## src/agen_pkg.sv

```systemverilog
// Shared constants, types and helpers of the operand address generator
`default_nettype none
package agen_pkg;

  // Bus geometry
  localparam int unsigned APB_AW  = 12;           // APB byte address width
  localparam int unsigned APB_DW  = 32;           // APB data width

  // Register indexes; byte address is four times the index
  localparam logic [7:0]  PAGE_IDX    = 8'he1;    // Page select register
  localparam logic [7:0]  STATUS_IDX  = 8'h10;    // Status readback
  localparam logic [7:0]  RAM_TOP_IDX = 8'h11;    // Last data RAM address
  localparam logic [11:0] PAGE_ADDR    = {2'h0, PAGE_IDX, 2'h0};
  localparam logic [11:0] STATUS_ADDR  = {2'h0, STATUS_IDX, 2'h0};
  localparam logic [11:0] RAM_TOP_ADDR = {2'h0, RAM_TOP_IDX, 2'h0};

  // Values after reset, and the page used without page extension
  localparam logic [7:0]  PAGE_RST    = 8'h00;
  localparam logic [15:0] RAM_TOP_RST = 16'h00ff;
  localparam logic [7:0]  ZERO_PAGE   = 8'h00;

  // Status register fields
  localparam int unsigned ST_ADDR_LSB = 0;        // Last address, 16 bits
  localparam int unsigned ST_FAULT    = 16;       // Sticky fault, write 1 clears
  localparam int unsigned ST_BUSY     = 17;       // Pointer fetch running

  // Operand location modes, as decoded from the instruction
  typedef enum logic [3:0] {
    MODE_REG    = 4'h0,   // Internal register
    MODE_IMM    = 4'h1,   // Second byte is the value
    MODE_PG     = 4'h2,   // pg
    MODE_ABS    = 4'h3,   // !abs
    MODE_XREG   = 4'h4,   // {X}
    MODE_PG_X   = 4'h5,   // pg+X
    MODE_PG_Y   = 4'h6,   // pg+Y
    MODE_ABS_Y  = 4'h7,   // !abs+Y
    MODE_IND_X  = 4'h8,   // [pg+X]
    MODE_IND_Y  = 4'h9,   // [pg]+Y
    MODE_IND_AB = 4'ha    // [!abs]
  } addr_mode_e;

  // Internal register picked in register mode
  typedef enum logic [2:0] {
    SEL_ACC   = 3'h0,
    SEL_X     = 3'h1,
    SEL_Y     = 3'h2,
    SEL_CARRY = 3'h3,
    SEL_STW   = 3'h4
  } reg_sel_e;

  // Address inside a page
  function automatic logic [15:0] page_addr(input logic [7:0] page,
                                            input logic [7:0] offset);
    return {page, offset};
  endfunction

  // Offset sum that wraps inside the page
  function automatic logic [7:0] wrap_add(input logic [7:0] a,
                                          input logic [7:0] b);
    return a + b;
  endfunction

endpackage
`default_nettype wire

```

## src/agen_ptr_fetch.sv

```systemverilog
// Two-byte pointer fetch from data memory for indirect modes
`timescale 1ns/1ps
`default_nettype none
module agen_ptr_fetch
(
  // Clock and synchronised reset
  input  wire logic        clk_sys_in,
  input  wire logic        rst_n_in,
  // Start with the two byte addresses of the pointer
  input  wire logic        start_in,
  input  wire logic [15:0] lo_addr_in,
  input  wire logic [15:0] hi_addr_in,
  // Data memory read port
  output logic             mem_rd_out,
  output logic      [15:0] mem_addr_out,
  input  wire logic        mem_rdy_in,
  input  wire logic [7:0]  mem_data_in,
  // Result
  output logic             done_out,
  output logic      [15:0] ptr_out
);

  typedef enum logic [1:0] {
    PF_IDLE = 2'h0,
    PF_LO   = 2'h1,
    PF_HI   = 2'h2
  } fetch_state_e;

  fetch_state_e state_ff, nxt_state;   // Sequencer
  logic         rd_ff,    nxt_rd;      // Read request, held until the high byte is ready
  logic [15:0]  addr_ff,  nxt_addr;    // Address on the port
  logic [15:0]  hi_ff,    nxt_hi;      // Saved high byte address
  logic [15:0]  ptr_ff,   nxt_ptr;     // Assembled pointer
  logic         done_ff,  nxt_done;    // One-cycle completion

  // Low byte first, then high byte
  always_comb
  begin
    nxt_state = state_ff;
    nxt_rd    = rd_ff;
    nxt_addr  = addr_ff;
    nxt_hi    = hi_ff;
    nxt_ptr   = ptr_ff;
    nxt_done  = 1'b0;
    case (state_ff)
      PF_IDLE:
        if (start_in)
        begin
          nxt_state = PF_LO;
          nxt_rd    = 1'b1;
          nxt_addr  = lo_addr_in;
          nxt_hi    = hi_addr_in;
        end
      PF_LO:
        if (mem_rdy_in)
        begin
          nxt_ptr[7:0] = mem_data_in;
          nxt_addr     = hi_ff;
          nxt_state    = PF_HI;
        end
      PF_HI:
        if (mem_rdy_in)
        begin
          nxt_ptr[15:8] = mem_data_in;
          nxt_rd        = 1'b0;
          nxt_done      = 1'b1;
          nxt_state     = PF_IDLE;
        end
      default:
      begin
        nxt_state = PF_IDLE;
        nxt_rd    = 1'b0;
      end
    endcase
  end

  // Register stage
  always_ff @(posedge clk_sys_in or negedge rst_n_in)
  begin
    if (!rst_n_in)
    begin
      state_ff <= PF_IDLE;
      rd_ff    <= 1'b0;
      addr_ff  <= 16'h0000;
      hi_ff    <= 16'h0000;
      ptr_ff   <= 16'h0000;
      done_ff  <= 1'b0;
    end
    else
    begin
      state_ff <= nxt_state;
      rd_ff    <= nxt_rd;
      addr_ff  <= nxt_addr;
      hi_ff    <= nxt_hi;
      ptr_ff   <= nxt_ptr;
      done_ff  <= nxt_done;
    end
  end

  assign mem_rd_out   = rd_ff;
  assign mem_addr_out = addr_ff;
  assign done_out     = done_ff;
  assign ptr_out      = ptr_ff;

endmodule
`default_nettype wire

```

## src/agen_regs.sv

```systemverilog
// APB register slave: page select, data RAM limit and status
`timescale 1ns/1ps
`default_nettype none
module agen_regs
(
  // Clock and synchronised reset
  input  wire logic        clk_sys_in,
  input  wire logic        rst_n_in,
  // APB slave
  input  wire logic        psel_in,
  input  wire logic        penable_in,
  input  wire logic        pwrite_in,
  input  wire logic [11:0] paddr_in,
  input  wire logic [31:0] pwdata_in,
  output logic      [31:0] prdata_out,
  output logic             pready_out,
  output logic             pslverr_out,
  // Settings to the address logic
  output logic      [7:0]  ram_page_select_out,
  output logic      [15:0] ram_top_out,
  // Status from the address logic
  input  wire logic [15:0] last_addr_in,
  input  wire logic        fault_evt_in,
  input  wire logic        busy_in
);

  logic [7:0]  pgs_ff,    nxt_pgs;      // Page select
  logic [15:0] top_ff,    nxt_top;      // Highest data RAM address
  logic        fault_ff,  nxt_fault;    // Sticky fault
  logic [31:0] rdata_ff,  nxt_rdata;    // Read data
  logic        ready_ff,  nxt_ready;    // Access phase answer
  logic        err_ff,    nxt_err;      // Unmapped address
  logic        setup;
  logic        wr_take;
  logic        mapped;

  // Answer in the access cycle right after setup: no wait states
  always_comb
  begin
    setup     = psel_in && !penable_in;
    wr_take   = psel_in && penable_in && ready_ff && pwrite_in;
    mapped    = (paddr_in == agen_pkg::PAGE_ADDR) ||
                (paddr_in == agen_pkg::STATUS_ADDR) ||
                (paddr_in == agen_pkg::RAM_TOP_ADDR);
    nxt_ready = setup;
    nxt_err   = setup && !mapped;
    nxt_rdata = 32'h0000_0000;
    nxt_pgs   = pgs_ff;
    nxt_top   = top_ff;
    nxt_fault = fault_ff;
    // Reads are captured at setup; unmapped reads return zero
    if (setup && !pwrite_in)
    begin
      case (paddr_in)
        agen_pkg::PAGE_ADDR:    nxt_rdata = {24'h00_0000, pgs_ff};
        agen_pkg::RAM_TOP_ADDR: nxt_rdata = {16'h0000, top_ff};
        agen_pkg::STATUS_ADDR:  nxt_rdata = {14'h0000, busy_in, fault_ff,
                                             last_addr_in};
        default:                nxt_rdata = 32'h0000_0000;
      endcase
    end
    // Writes take effect at the completing edge only
    if (wr_take)
    begin
      case (paddr_in)
        agen_pkg::PAGE_ADDR:    nxt_pgs = pwdata_in[7:0];
        agen_pkg::RAM_TOP_ADDR: nxt_top = pwdata_in[15:0];
        agen_pkg::STATUS_ADDR:
          if (pwdata_in[agen_pkg::ST_FAULT])
            nxt_fault = 1'b0;
        default:                nxt_pgs = pgs_ff;
      endcase
    end
    // A new fault beats a clear in the same cycle
    if (fault_evt_in)
      nxt_fault = 1'b1;
  end

  // Register stage
  always_ff @(posedge clk_sys_in or negedge rst_n_in)
  begin
    if (!rst_n_in)
    begin
      pgs_ff   <= agen_pkg::PAGE_RST;
      top_ff   <= agen_pkg::RAM_TOP_RST;
      fault_ff <= 1'b0;
      rdata_ff <= 32'h0000_0000;
      ready_ff <= 1'b0;
      err_ff   <= 1'b0;
    end
    else
    begin
      pgs_ff   <= nxt_pgs;
      top_ff   <= nxt_top;
      fault_ff <= nxt_fault;
      rdata_ff <= nxt_rdata;
      ready_ff <= nxt_ready;
      err_ff   <= nxt_err;
    end
  end

  assign prdata_out          = rdata_ff;
  assign pready_out          = ready_ff;
  assign pslverr_out         = err_ff;
  assign ram_page_select_out = pgs_ff;
  assign ram_top_out         = top_ff;

endmodule
`default_nettype wire

```

## src/operand_address_generator.sv

```systemverilog
// Operand address generator top: mode decode, page logic, result stage
`timescale 1ns/1ps
`default_nettype none
//Contract
//- Eleven operand modes, selected by instruction
//- Register mode reads A, X, Y, C, status
//- Immediate mode: second byte is the value
//- Page extension set: address is page:immediate
//- Direct page: one byte inside current page
//- Absolute: second byte low, third byte high
//- Absolute three-byte ops reach whole space
//- Absolute read-modify-write stays in data RAM; code checks !abs only, !abs+Y read-modify-write is not held to ram_top
module operand_address_generator
(
  // Clock and reset
  input  wire logic        clk_sys_in,
  input  wire logic        rst_n_in,
  // APB slave
  input  wire logic        psel_in,
  input  wire logic        penable_in,
  input  wire logic        pwrite_in,
  input  wire logic [11:0] paddr_in,
  input  wire logic [31:0] pwdata_in,
  output logic      [31:0] prdata_out,
  output logic             pready_out,
  output logic             pslverr_out,
  // Request from the execute stage
  input  wire logic        req_valid_in,
  output logic             req_ready_out,
  input  wire logic [3:0]  req_mode_in,
  input  wire logic [2:0]  req_reg_sel_in,
  input  wire logic        req_rmw_in,
  input  wire logic        page_ext_in,
  input  wire logic [7:0]  op1_in,
  input  wire logic [7:0]  op2_in,
  // Core registers
  input  wire logic [7:0]  acc_in,
  input  wire logic [7:0]  x_in,
  input  wire logic [7:0]  y_in,
  input  wire logic        carry_in,
  input  wire logic [7:0]  program_status_word_in,
  // Result
  output logic             result_valid_out,
  output logic             result_is_mem_out,
  output logic      [15:0] result_addr_out,
  output logic      [7:0]  result_data_out,
  output logic             result_fault_out,
  // Pointer read port to data memory
  output logic             mem_rd_out,
  output logic      [15:0] mem_addr_out,
  input  wire logic        mem_rdy_in,
  input  wire logic [7:0]  mem_data_in
);

  typedef enum logic [0:0] {
    GEN_IDLE  = 1'h0,
    GEN_FETCH = 1'h1
  } gen_state_e;

  // Reset release synchroniser
  logic rst_meta_ff;
  logic rst_sync_ff;

  always_ff @(posedge clk_sys_in or negedge rst_n_in)
  begin
    if (!rst_n_in)
    begin
      rst_meta_ff <= 1'b0;
      rst_sync_ff <= 1'b0;
    end
    else
    begin
      rst_meta_ff <= 1'b1;
      rst_sync_ff <= rst_meta_ff;
    end
  end

  // Settings from the register file
  logic [7:0]  ram_page_select;
  logic [15:0] ram_top;

  // Pointer fetch hookup
  logic        ptr_start;
  logic [15:0] ptr_lo_addr;
  logic [15:0] ptr_hi_addr;
  logic        ptr_done;
  logic [15:0] ptr_value;

  // Result stage state
  gen_state_e  state_ff,  nxt_state;   // Idle or waiting for a pointer
  logic        ready_ff,  nxt_ready;   // Accepting requests
  logic        valid_ff,  nxt_valid;   // One-cycle result strobe
  logic        is_mem_ff, nxt_is_mem;  // Address rather than value
  logic [15:0] addr_ff,   nxt_addr;    // Formed address
  logic [7:0]  data_ff,   nxt_data;    // Operand value
  logic        fault_ff,  nxt_fault;   // Request refused
  logic        post_y_ff, nxt_post_y;  // Add Y after the pointer
  logic [7:0]  y_ff,      nxt_y;       // Y captured at the request

  // Decode helpers
  logic        take;
  logic [7:0]  page;
  logic [15:0] abs_addr;
  logic [7:0]  pg_x;

  agen_regs u_regs
  (
    .clk_sys_in          (clk_sys_in),
    .rst_n_in            (rst_sync_ff),
    .psel_in             (psel_in),
    .penable_in          (penable_in),
    .pwrite_in           (pwrite_in),
    .paddr_in            (paddr_in),
    .pwdata_in           (pwdata_in),
    .prdata_out          (prdata_out),
    .pready_out          (pready_out),
    .pslverr_out         (pslverr_out),
    .ram_page_select_out (ram_page_select),
    .ram_top_out         (ram_top),
    .last_addr_in        (addr_ff),
    .fault_evt_in        (fault_ff),
    .busy_in             (state_ff == GEN_FETCH)
  );

  agen_ptr_fetch u_ptr
  (
    .clk_sys_in   (clk_sys_in),
    .rst_n_in     (rst_sync_ff),
    .start_in     (ptr_start),
    .lo_addr_in   (ptr_lo_addr),
    .hi_addr_in   (ptr_hi_addr),
    .mem_rd_out   (mem_rd_out),
    .mem_addr_out (mem_addr_out),
    .mem_rdy_in   (mem_rdy_in),
    .mem_data_in  (mem_data_in),
    .done_out     (ptr_done),
    .ptr_out      (ptr_value)
  );

  // Mode decode and address forming; one request at a time
  always_comb
  begin
    take        = req_valid_in && ready_ff;
    // Without page extension the zero page is used, page select ignored
    page        = page_ext_in ? ram_page_select : agen_pkg::ZERO_PAGE;
    abs_addr    = {op2_in, op1_in};
    pg_x        = agen_pkg::wrap_add(op1_in, x_in);
    nxt_state   = state_ff;
    nxt_ready   = ready_ff;
    nxt_valid   = 1'b0;
    nxt_is_mem  = is_mem_ff;
    nxt_addr    = addr_ff;
    nxt_data    = data_ff;
    nxt_fault   = 1'b0;
    nxt_post_y  = post_y_ff;
    nxt_y       = y_ff;
    ptr_start   = 1'b0;
    ptr_lo_addr = 16'h0000;
    ptr_hi_addr = 16'h0000;
    case (state_ff)
      GEN_IDLE:
        if (take)
        begin
          nxt_valid  = 1'b1;
          nxt_is_mem = 1'b1;
          nxt_data   = 8'h00;
          case (req_mode_in)
            agen_pkg::MODE_REG:
            begin
              nxt_is_mem = 1'b0;
              case (req_reg_sel_in)
                agen_pkg::SEL_ACC:   nxt_data = acc_in;
                agen_pkg::SEL_X:     nxt_data = x_in;
                agen_pkg::SEL_Y:     nxt_data = y_in;
                agen_pkg::SEL_CARRY: nxt_data = {7'h00, carry_in};
                agen_pkg::SEL_STW:   nxt_data = program_status_word_in;
                default:             nxt_fault = 1'b1;
              endcase
            end
            agen_pkg::MODE_IMM:
            begin
              // Value straight from the instruction, no memory cycle
              nxt_is_mem = 1'b0;
              nxt_data   = op1_in;
              nxt_addr   = agen_pkg::page_addr(page, op1_in);
            end
            agen_pkg::MODE_PG:
              nxt_addr = agen_pkg::page_addr(page, op1_in);
            agen_pkg::MODE_ABS:
            begin
              nxt_addr = abs_addr;
              // Only read-modify-write is held to data RAM
              if (req_rmw_in && (abs_addr > ram_top))
                nxt_fault = 1'b1;
            end
            agen_pkg::MODE_XREG:
              nxt_addr = agen_pkg::page_addr(page, x_in);
            agen_pkg::MODE_PG_X:
              nxt_addr = agen_pkg::page_addr(page, pg_x);
            agen_pkg::MODE_PG_Y:
              nxt_addr = agen_pkg::page_addr(page,
                           agen_pkg::wrap_add(op1_in, y_in));
            agen_pkg::MODE_ABS_Y:
              nxt_addr = abs_addr + {8'h00, y_in};
            agen_pkg::MODE_IND_X, agen_pkg::MODE_IND_Y,
            agen_pkg::MODE_IND_AB:
            begin
              // Pointer bytes come from memory; result waits for them
              nxt_valid  = 1'b0;
              nxt_ready  = 1'b0;
              nxt_state  = GEN_FETCH;
              nxt_y      = y_in;
              ptr_start  = 1'b1;
              nxt_post_y = (req_mode_in == agen_pkg::MODE_IND_Y);
              if (req_mode_in == agen_pkg::MODE_IND_AB)
              begin
                ptr_lo_addr = abs_addr;
                ptr_hi_addr = abs_addr + 16'h0001;
              end
              else if (req_mode_in == agen_pkg::MODE_IND_X)
              begin
                // Pair stays inside the page
                ptr_lo_addr = agen_pkg::page_addr(page, pg_x);
                ptr_hi_addr = agen_pkg::page_addr(page,
                                agen_pkg::wrap_add(pg_x, 8'h01));
              end
              else
              begin
                ptr_lo_addr = agen_pkg::page_addr(page, op1_in);
                ptr_hi_addr = agen_pkg::page_addr(page,
                                agen_pkg::wrap_add(op1_in, 8'h01));
              end
            end
            default:
              nxt_fault = 1'b1;
          endcase
          // A refused request produces a fault strobe instead of a result
          if (nxt_fault)
          begin
            nxt_valid  = 1'b0;
            nxt_is_mem = 1'b0;
          end
        end
      GEN_FETCH:
        if (ptr_done)
        begin
          nxt_valid  = 1'b1;
          nxt_is_mem = 1'b1;
          nxt_ready  = 1'b1;
          nxt_state  = GEN_IDLE;
          nxt_addr   = post_y_ff ? ptr_value + {8'h00, y_ff} : ptr_value;
        end
      default:
      begin
        nxt_state = GEN_IDLE;
        nxt_ready = 1'b1;
      end
    endcase
  end

  // Register stage
  always_ff @(posedge clk_sys_in or negedge rst_sync_ff)
  begin
    if (!rst_sync_ff)
    begin
      state_ff  <= GEN_IDLE;
      ready_ff  <= 1'b1;
      valid_ff  <= 1'b0;
      is_mem_ff <= 1'b0;
      addr_ff   <= 16'h0000;
      data_ff   <= 8'h00;
      fault_ff  <= 1'b0;
      post_y_ff <= 1'b0;
      y_ff      <= 8'h00;
    end
    else
    begin
      state_ff  <= nxt_state;
      ready_ff  <= nxt_ready;
      valid_ff  <= nxt_valid;
      is_mem_ff <= nxt_is_mem;
      addr_ff   <= nxt_addr;
      data_ff   <= nxt_data;
      fault_ff  <= nxt_fault;
      post_y_ff <= nxt_post_y;
      y_ff      <= nxt_y;
    end
  end

  assign req_ready_out     = ready_ff;
  assign result_valid_out  = valid_ff;
  assign result_is_mem_out = is_mem_ff;
  assign result_addr_out   = addr_ff;
  assign result_data_out   = data_ff;
  assign result_fault_out  = fault_ff;
endmodule
`default_nettype wire
```

## config.mk

```make
export PLATFORM = sky130hd
export DESIGN_NAME = operand_address_generator
export DESIGN_NICKNAME = d
export VERILOG_FILES = /design/src/agen_pkg.sv /design/src/agen_ptr_fetch.sv /design/src/agen_regs.sv /design/src/operand_address_generator.sv
export SDC_FILE = /design/constraint.sdc
export NUM_CORES = 1
export LEC_CHECK = 0
export BUFFER_PORTS_ARGS = -buffer_cell sky130_fd_sc_hd__buf_2
export CORE_ASPECT_RATIO = 1.2
export CORE_MARGIN = 2
export CORE_UTILIZATION = 40
export DETAILED_ROUTE_END_ITERATION = 6
export MAX_ROUTING_LAYER = met4
export PLACE_DENSITY = 0.65
export SYNTH_ARGS = -nofsm -noshare
export SYNTH_HDL_FRONTEND = slang
export SYNTH_HIERARCHICAL = 1
export SYNTH_SLANG_ARGS = --single-unit
```

## constraint.sdc

```tcl
create_clock -name clk_sys_in -period 7.23 [get_ports clk_sys_in]
set_input_delay 2.169 -clock clk_sys_in [delete_from_list [all_inputs] [get_ports clk_sys_in]]
set_output_delay 2.169 -clock clk_sys_in [all_outputs]
set_load 0.03 [all_outputs]
```

# --- Word level (Yosys, flattened, before mapping) ---
# Cells that the tools add are included.
word_totals:
  register_bits: 151
  elab_cells: 160
  input_bits: 117
classes:
  addsub: 7
  n_bitwise: 2
  mux: 61
  n_reduce_logical: 39
  order_cmp: 1
  n_eq_ne: 26
op_table:
  columns: ["cell", "count"]
  rows:
  - ["$mux 16", 13]
  - ["$pmux 16 s6", 1]
  - ["$pmux 16 s2", 2]
  - ["$pmux 18 s3", 1]
  - ["$pmux 8 s5", 1]
  - ["$add 16x8->16", 2]
  - ["$mux 1", 28]
  - ["$eq 12x7->1 const B", 2]
  - ["$mux 8", 3]
  - ["$reduce_and 3->1", 7]
  - ["$mux 18", 1]
  - ["$add 16x1->16 const B", 1]
  - ["$add 8x1->8 const B", 2]
  - ["$add 8x8->8", 2]
  - ["$eq 4x3->1 const B", 4]
  - ["$gt 16x16->1", 1]
  - ["$pmux 8 s2", 1]
  - ["$reduce_and 2->1", 7]
  - ["$eq 12x10->1 const B", 1]
  - ["$eq 4x4->1 const B", 3]
  - ["$reduce_or 9->1", 1]
  - ["$eq 4x2->1 const B", 2]
  - ["$logic_and 1x1->1", 8]
  - ["$ne 2x2->1 const B", 4]
  - ["other kinds (22)", 38]

# --- Logic depth before layout (Yosys ltp) ---
depth:
  depth_word: 9
  ltp_mapped: 13

# --- Hierarchy ---
# Netlist, hierarchy kept.
modules_own_cells:
  columns: ["mod", "instances", "cells_each", "area_per_inst_um2"]
  rows:
  - ["operand_address_generator", 1, 681, 5036.1]
  - ["agen_ptr_fetch", 1, 137, 2233.4]
  - ["agen_regs", 1, 169, 2214.6]

# --- Worst setup path before layout ---
# No wires, ideal clock.
synth_path:
  path_type: "in2reg"
  start: "input port op1_in[0]"
  end: "register u_ptr.hi_ff[6]"
  path_buffers: 0
  required_time_ps: 7105
  path_stages: 10
  arrival_time_ps: 4215
  setup_slack_ps: 2890
  path_cell_list: "ha_1 -> fa_1 -> a211oi_2 -> nor2_1 -> xnor2_1 -> a41oi_1 -> nor3b_1 -> xor2_1 -> a21oi_1 -> mux2_2"
synth_between:
  elab_chain_len: 7
synth_lines:
  columns: ["element", "line_no", "source"]
  rows:
  - ["start: declaration", "operand_address_generator.sv:34", "input wire logic [7:0] op1_in,"]
  - ["$add 8x8->8", "agen_pkg.sv:60", "return a + b;"]
  - ["$add 8x1->8", "agen_pkg.sv:60", null]
  - ["$mux 8", "operand_address_generator.sv:220", "else if (req_mode_in == agen_pkg::MODE_IND_X)"]
  - ["$mux 16 (*)", "operand_address_generator.sv:215", "if (req_mode_in == agen_pkg::MODE_IND_AB)"]
  - ["$mux 16 (*)", "operand_address_generator.sv:167", "case (req_mode_in)"]
  - ["$mux 16 (*)", "operand_address_generator.sv:162", "if (take)"]
  - ["$mux 16 (*)", "operand_address_generator.sv:160", "case (state_ff)"]
  - ["via ptr_hi_addr[6]", "operand_address_generator.sv:85", "logic [15:0] ptr_hi_addr;"]
  - ["end signal: assignment", "agen_ptr_fetch.sv:94", "hi_ff <= nxt_hi;"]
  - ["end: declaration", "agen_ptr_fetch.sv:32", "logic [15:0] hi_ff, nxt_hi;"]
# Mark *: on every way through the listed nets, which the timed path passes. The rest lies on a longest branch.
# A chain may end at the register's enable or synchronous reset.

# --- Final worst setup path ---
# Ends and elaborated chain as after synthesis.

==> Flow_metrics.wiki <==
{| class="wikitable"
! Metric !! Value
|-
| Launch point of the worst reg-to-reg path || state_ff
|-
| Vias after detailed routing || 8,063
|-
| Smallest setup slack after layout || 2720 ps
|-
| Top cells by count, synth || sky130_fd_sc_hd__dfrtp_1 (128), sky130_fd_sc_hd__nand2_1 (95), sky130_fd_sc_hd__mux2_2 (74)
|-
| DRC violation count after routing || 0
|-
| Total clock buffers created by CTS || 17
|-
| Initial Utilization || 40.9%
|-
| Async set or reset register ratio after synthesis || 100%
|-
| Final hold violation count || 0
|-
| Dominant cell type by area after synthesis || sky130_fd_sc_hd__dfrtp_1
|-
| Filler-free cell count of the finished design || 1,454
|-
| Share of the yosys chip area belonging to registers || 36.3%
|-
| Mean cell area of the mapped netlist || 9.61 um^2
|-
| Worst setup SP type || primary input
|-
| Vias per std cell || 5.55
|-
| Fraction of final layout cells with drive strength greater than 1 || 30.0%
|-
| Vert. Die Dim || 173 um
|-
| Hold_buf cts || 0
|-
| Worst reg-to-reg setup slack || 3680 ps
|-
| Post-CTS Setup Inserts || 0
|-
| Slew margin rel. || 24.7%
|-
| Largest driver fanout on the critical path || 8
|-
| Setup violation total in the final timing report || 0
|-
| Capture endpoint of the worst hold path || rst_sync_ff
|-
| Highest achievable clock rate || 222 MHz
|-
| TritonCTS clock tree || built
|-
| Cells after synthesis || 987
|-
| Cell count after placement || 1,422
|-
| Register clock-pin slew on the reported worst setup and hold paths || 60 ps
|-
| Number of sinks on the clock net || 137
|-
| Clock Tree Buf Depth || 2
|-
| Run status || complete, no violations
|-
| Average wire per standard cell || 18.9 um
|-
| Data arrival time of the worst path || 4820 ps
|-
| First-pass detailed-route iteration total || 5
|-
| Worst Setup Path Type || in -> reg
|-
| Post-route clock skew || 13.3 ps
|-
| Largest net degree at the start of global routing || 76
|-
| Area occupied by registers || 3440 um^2
|-
| Die span in x || 145 um
|-
| Fin crit period || 4510 ps
|-
| Worst setup slack before clock tree synthesis || 2310 ps
|-
| Number of rows in the core area || 61
|-
| P&R area growth vs syn || 16.7%
|-
| Total congestion overflow after global routing || 0
|-
| Clock network latency to the later pin of the worst-skew pair || 430 ps
|-
| Yosys warnings || 6
|-
| Final ANT Viol Nets || 0
|-
| Number of enable flip-flop cells after synthesis || 0
|-
| GR Util All Layers || 22.6%
|-
| Worst-Margin Slew || 1120 ps
|-
| Worst-case hold slack || 350 ps
|-
| First-pass GRT wire length || 42.2 mm
|-
| Final net count || 1,287
|-
| Gp weighted congestion || 0.978
|-
| Core region area || 23,200 um^2
|-
| Number of cells upsized or downsized after cts || 0
|-
| Area of the die || 25,000 um^2
|-
| CTS root buf || sky130_fd_sc_hd__clkbuf_16
|-
| Worst min path class || reg -> reg
|-
| Hold path startpoint || rst_meta_ff
|-
| Design Power || 3.03 mW
|-
| Crit. End Element || flip-flop
|-
| Maximum level of the CTS H-tree || 4
|-
| Number of different library cells in the post-synthesis netlist || 87
|-
| Layout fillers || 2,221
|-
| Required time at the endpoint of the critical path || 7540 ps
|-
| Launching instance or port of the critical path || op1_in[0]
|-
| Synth Flop Type || sky130_fd_sc_hd__dfrtp_1
|-
| Detailed-placement wirelength estimate || 20.7 mm
|-
| Power density over the cells || 273 nW/um^2
|-
| Initial detailed-routing violation count || 523
|-
| Number of global-route vias before repair || 7,749
|-
| Number of pins exceeding their max-slew limit in the final report || 0
|-
| Number of antenna violations at the first check in global routing || 0
|-
| Depth of the worst register-to-register path || 8
|-
| Most area-consuming cells after synthesis || sky130_fd_sc_hd__dfrtp_1 (34%), sky130_fd_sc_hd__mux2_2 (8.8%), sky130_fd_sc_hd__ha_1 (5.4%)
|-
| Setup TNS Final || 0 ps
|-
| Most common cell in the synthesized netlist || sky130_fd_sc_hd__dfrtp_1
|-
| Input/output buffers || 166
|-
| Worst supply voltage drop on vdd || 0.140 mV
|-
| Number of top-level design ports || 196
|-
| Static Leak || 5.14 nW
|-
| R2R Path End || u_ptr/mem_addr_out[14]
|-
| Total area of multi-input combinational cells || 5590 um^2
|-
| Area share of the largest cell type after synthesis || 33.8%
|-
| Number of flip-flops and latches in the synthesized netlist || 137
|-
| Antenna diodes || 0
|-
| Final worst path period share || 62.4%
|-
| Hold Crit Depth || 0
|-
| Sum of routed wire length over all layers || 27.6 mm
|-
| Syn Std Cell Area || 9480 um^2
|-
| RSZ-0062 raised after global routing || false
|-
| Max capacitance violation total || 0
|}
## cell families after synthesis
| logic type | Yosys count | share of synthesized area (%) |
|---|---|---|
| XOR/XNOR | 40 | 3.77 |
| AO/OA/AOI/OAI | 227 | 15.3 |
| adder cells (fa/ha/maj) | 44 | 6.04 |
| buffers and inverters | 100 | 5.34 |
| other | 2 | 0.0792 |
| multiplexers | 130 | 16.2 |
| flip-flops | 137 | 36.3 |
| AND/OR/NAND/NOR | 307 | 17.0 |
## worst max-delay path, stage by stage
cell	delay, ps
sky130_fd_sc_hd__buf_2	180
sky130_fd_sc_hd__ha_1	250
sky130_fd_sc_hd__fa_1	420
sky130_fd_sc_hd__a211oi_2	270
sky130_fd_sc_hd__nor2_1	100
sky130_fd_sc_hd__xnor2_1	280
sky130_fd_sc_hd__a41oi_1	280
sky130_fd_sc_hd__nor3b_1	320
sky130_fd_sc_hd__xor2_1	180
sky130_fd_sc_hd__a21oi_1	80
sky130_fd_sc_hd__mux2_2	280
## sequential cells by signal, summed over array words and instances (netlist names), 2 cells and up
| name | cells |
|---|---|
| u_regs/ram_top_out | 16 |
| u_regs/prdata_out | 18 |
| y_ff | 8 |
| u_ptr/mem_addr_out | 16 |
| result_data_out | 8 |
| u_ptr/hi_ff | 16 |
| u_ptr/state_ff | 2 |
| result_addr_out | 16 |
| u_regs/ram_page_select_out | 8 |
| u_ptr/ptr_out | 16 |
## per-layer routing
layer | share of wire (%) | global-route usage [%] | vias up
li1 | - | - | 3831
met2 | 48 | 35.7 | 319
met3 | 6.6 | 3.41 | 41
met1 | 43 | 29.8 | 3872
met4 | 2.1 | 7.16 | 0
met5 | 0 | - | -
## layout make-up
| cell class | count | share of cell area, % |
|---|---|---|
| Multi-Input combinational cell | 763 | 50.5 |
| Sequential cell | 137 | 31.1 |
| Timing Repair Buffer | 171 | 7.85 |
| Clock buffer | 19 | 4.00 |
| Tap cell | 315 | 3.56 |
| Clock inverter | 13 | 1.73 |
| Inverter | 36 | 1.22 |
## cells in the final DEF (no fill, tap or decap), drive strengths merged, types with 10 or more instances in the layout
cell / count
buf: 171
dfrtp: 128
mux2: 102
nand2: 96
nor2: 70
a21oi: 65
o21ai: 56
ha: 41
inv: 39
nand3: 29
mux2i: 28
nand4: 27
a211oi: 23
xor2: 22
clkbuf: 19
xnor2: 18
nor2b: 16
conb: 15
a21o: 13
a22oi: 13
and2: 10
## where the power goes
part / switching (mW) / internal (mW)
combinational: 0.585 / 0.402
clock: 0.348 / 0.590
sequential: 0.191 / 0.910
## stage by stage
| stage | area [um^2] | util, % |
|---|---|---|
| after floorplan | 9530 | - |
| after detailed placement | 10400 | 45.0 |
| after global placement | 10400 | 45.0 |
| after CTS | 11100 | 47.7 |
| final | 11100 | 47.7 |
| after global routing | 11100 | 47.7 |
## worst max path at each step
stage / depth (start not counted) / endpoint
after global routing: 11 / u_ptr/hi_ff[6]
after detailed placement: 11 / u_ptr/hi_ff[6]
after floorplan: 10 / u_ptr/hi_ff[6]
final: 11 / u_ptr/hi_ff[6]
after global placement: 8 / u_ptr/mem_addr_out[1]
after CTS: 11 / u_ptr/hi_ff[6]
No activity file was read; power rests on OpenSTA's default activity.
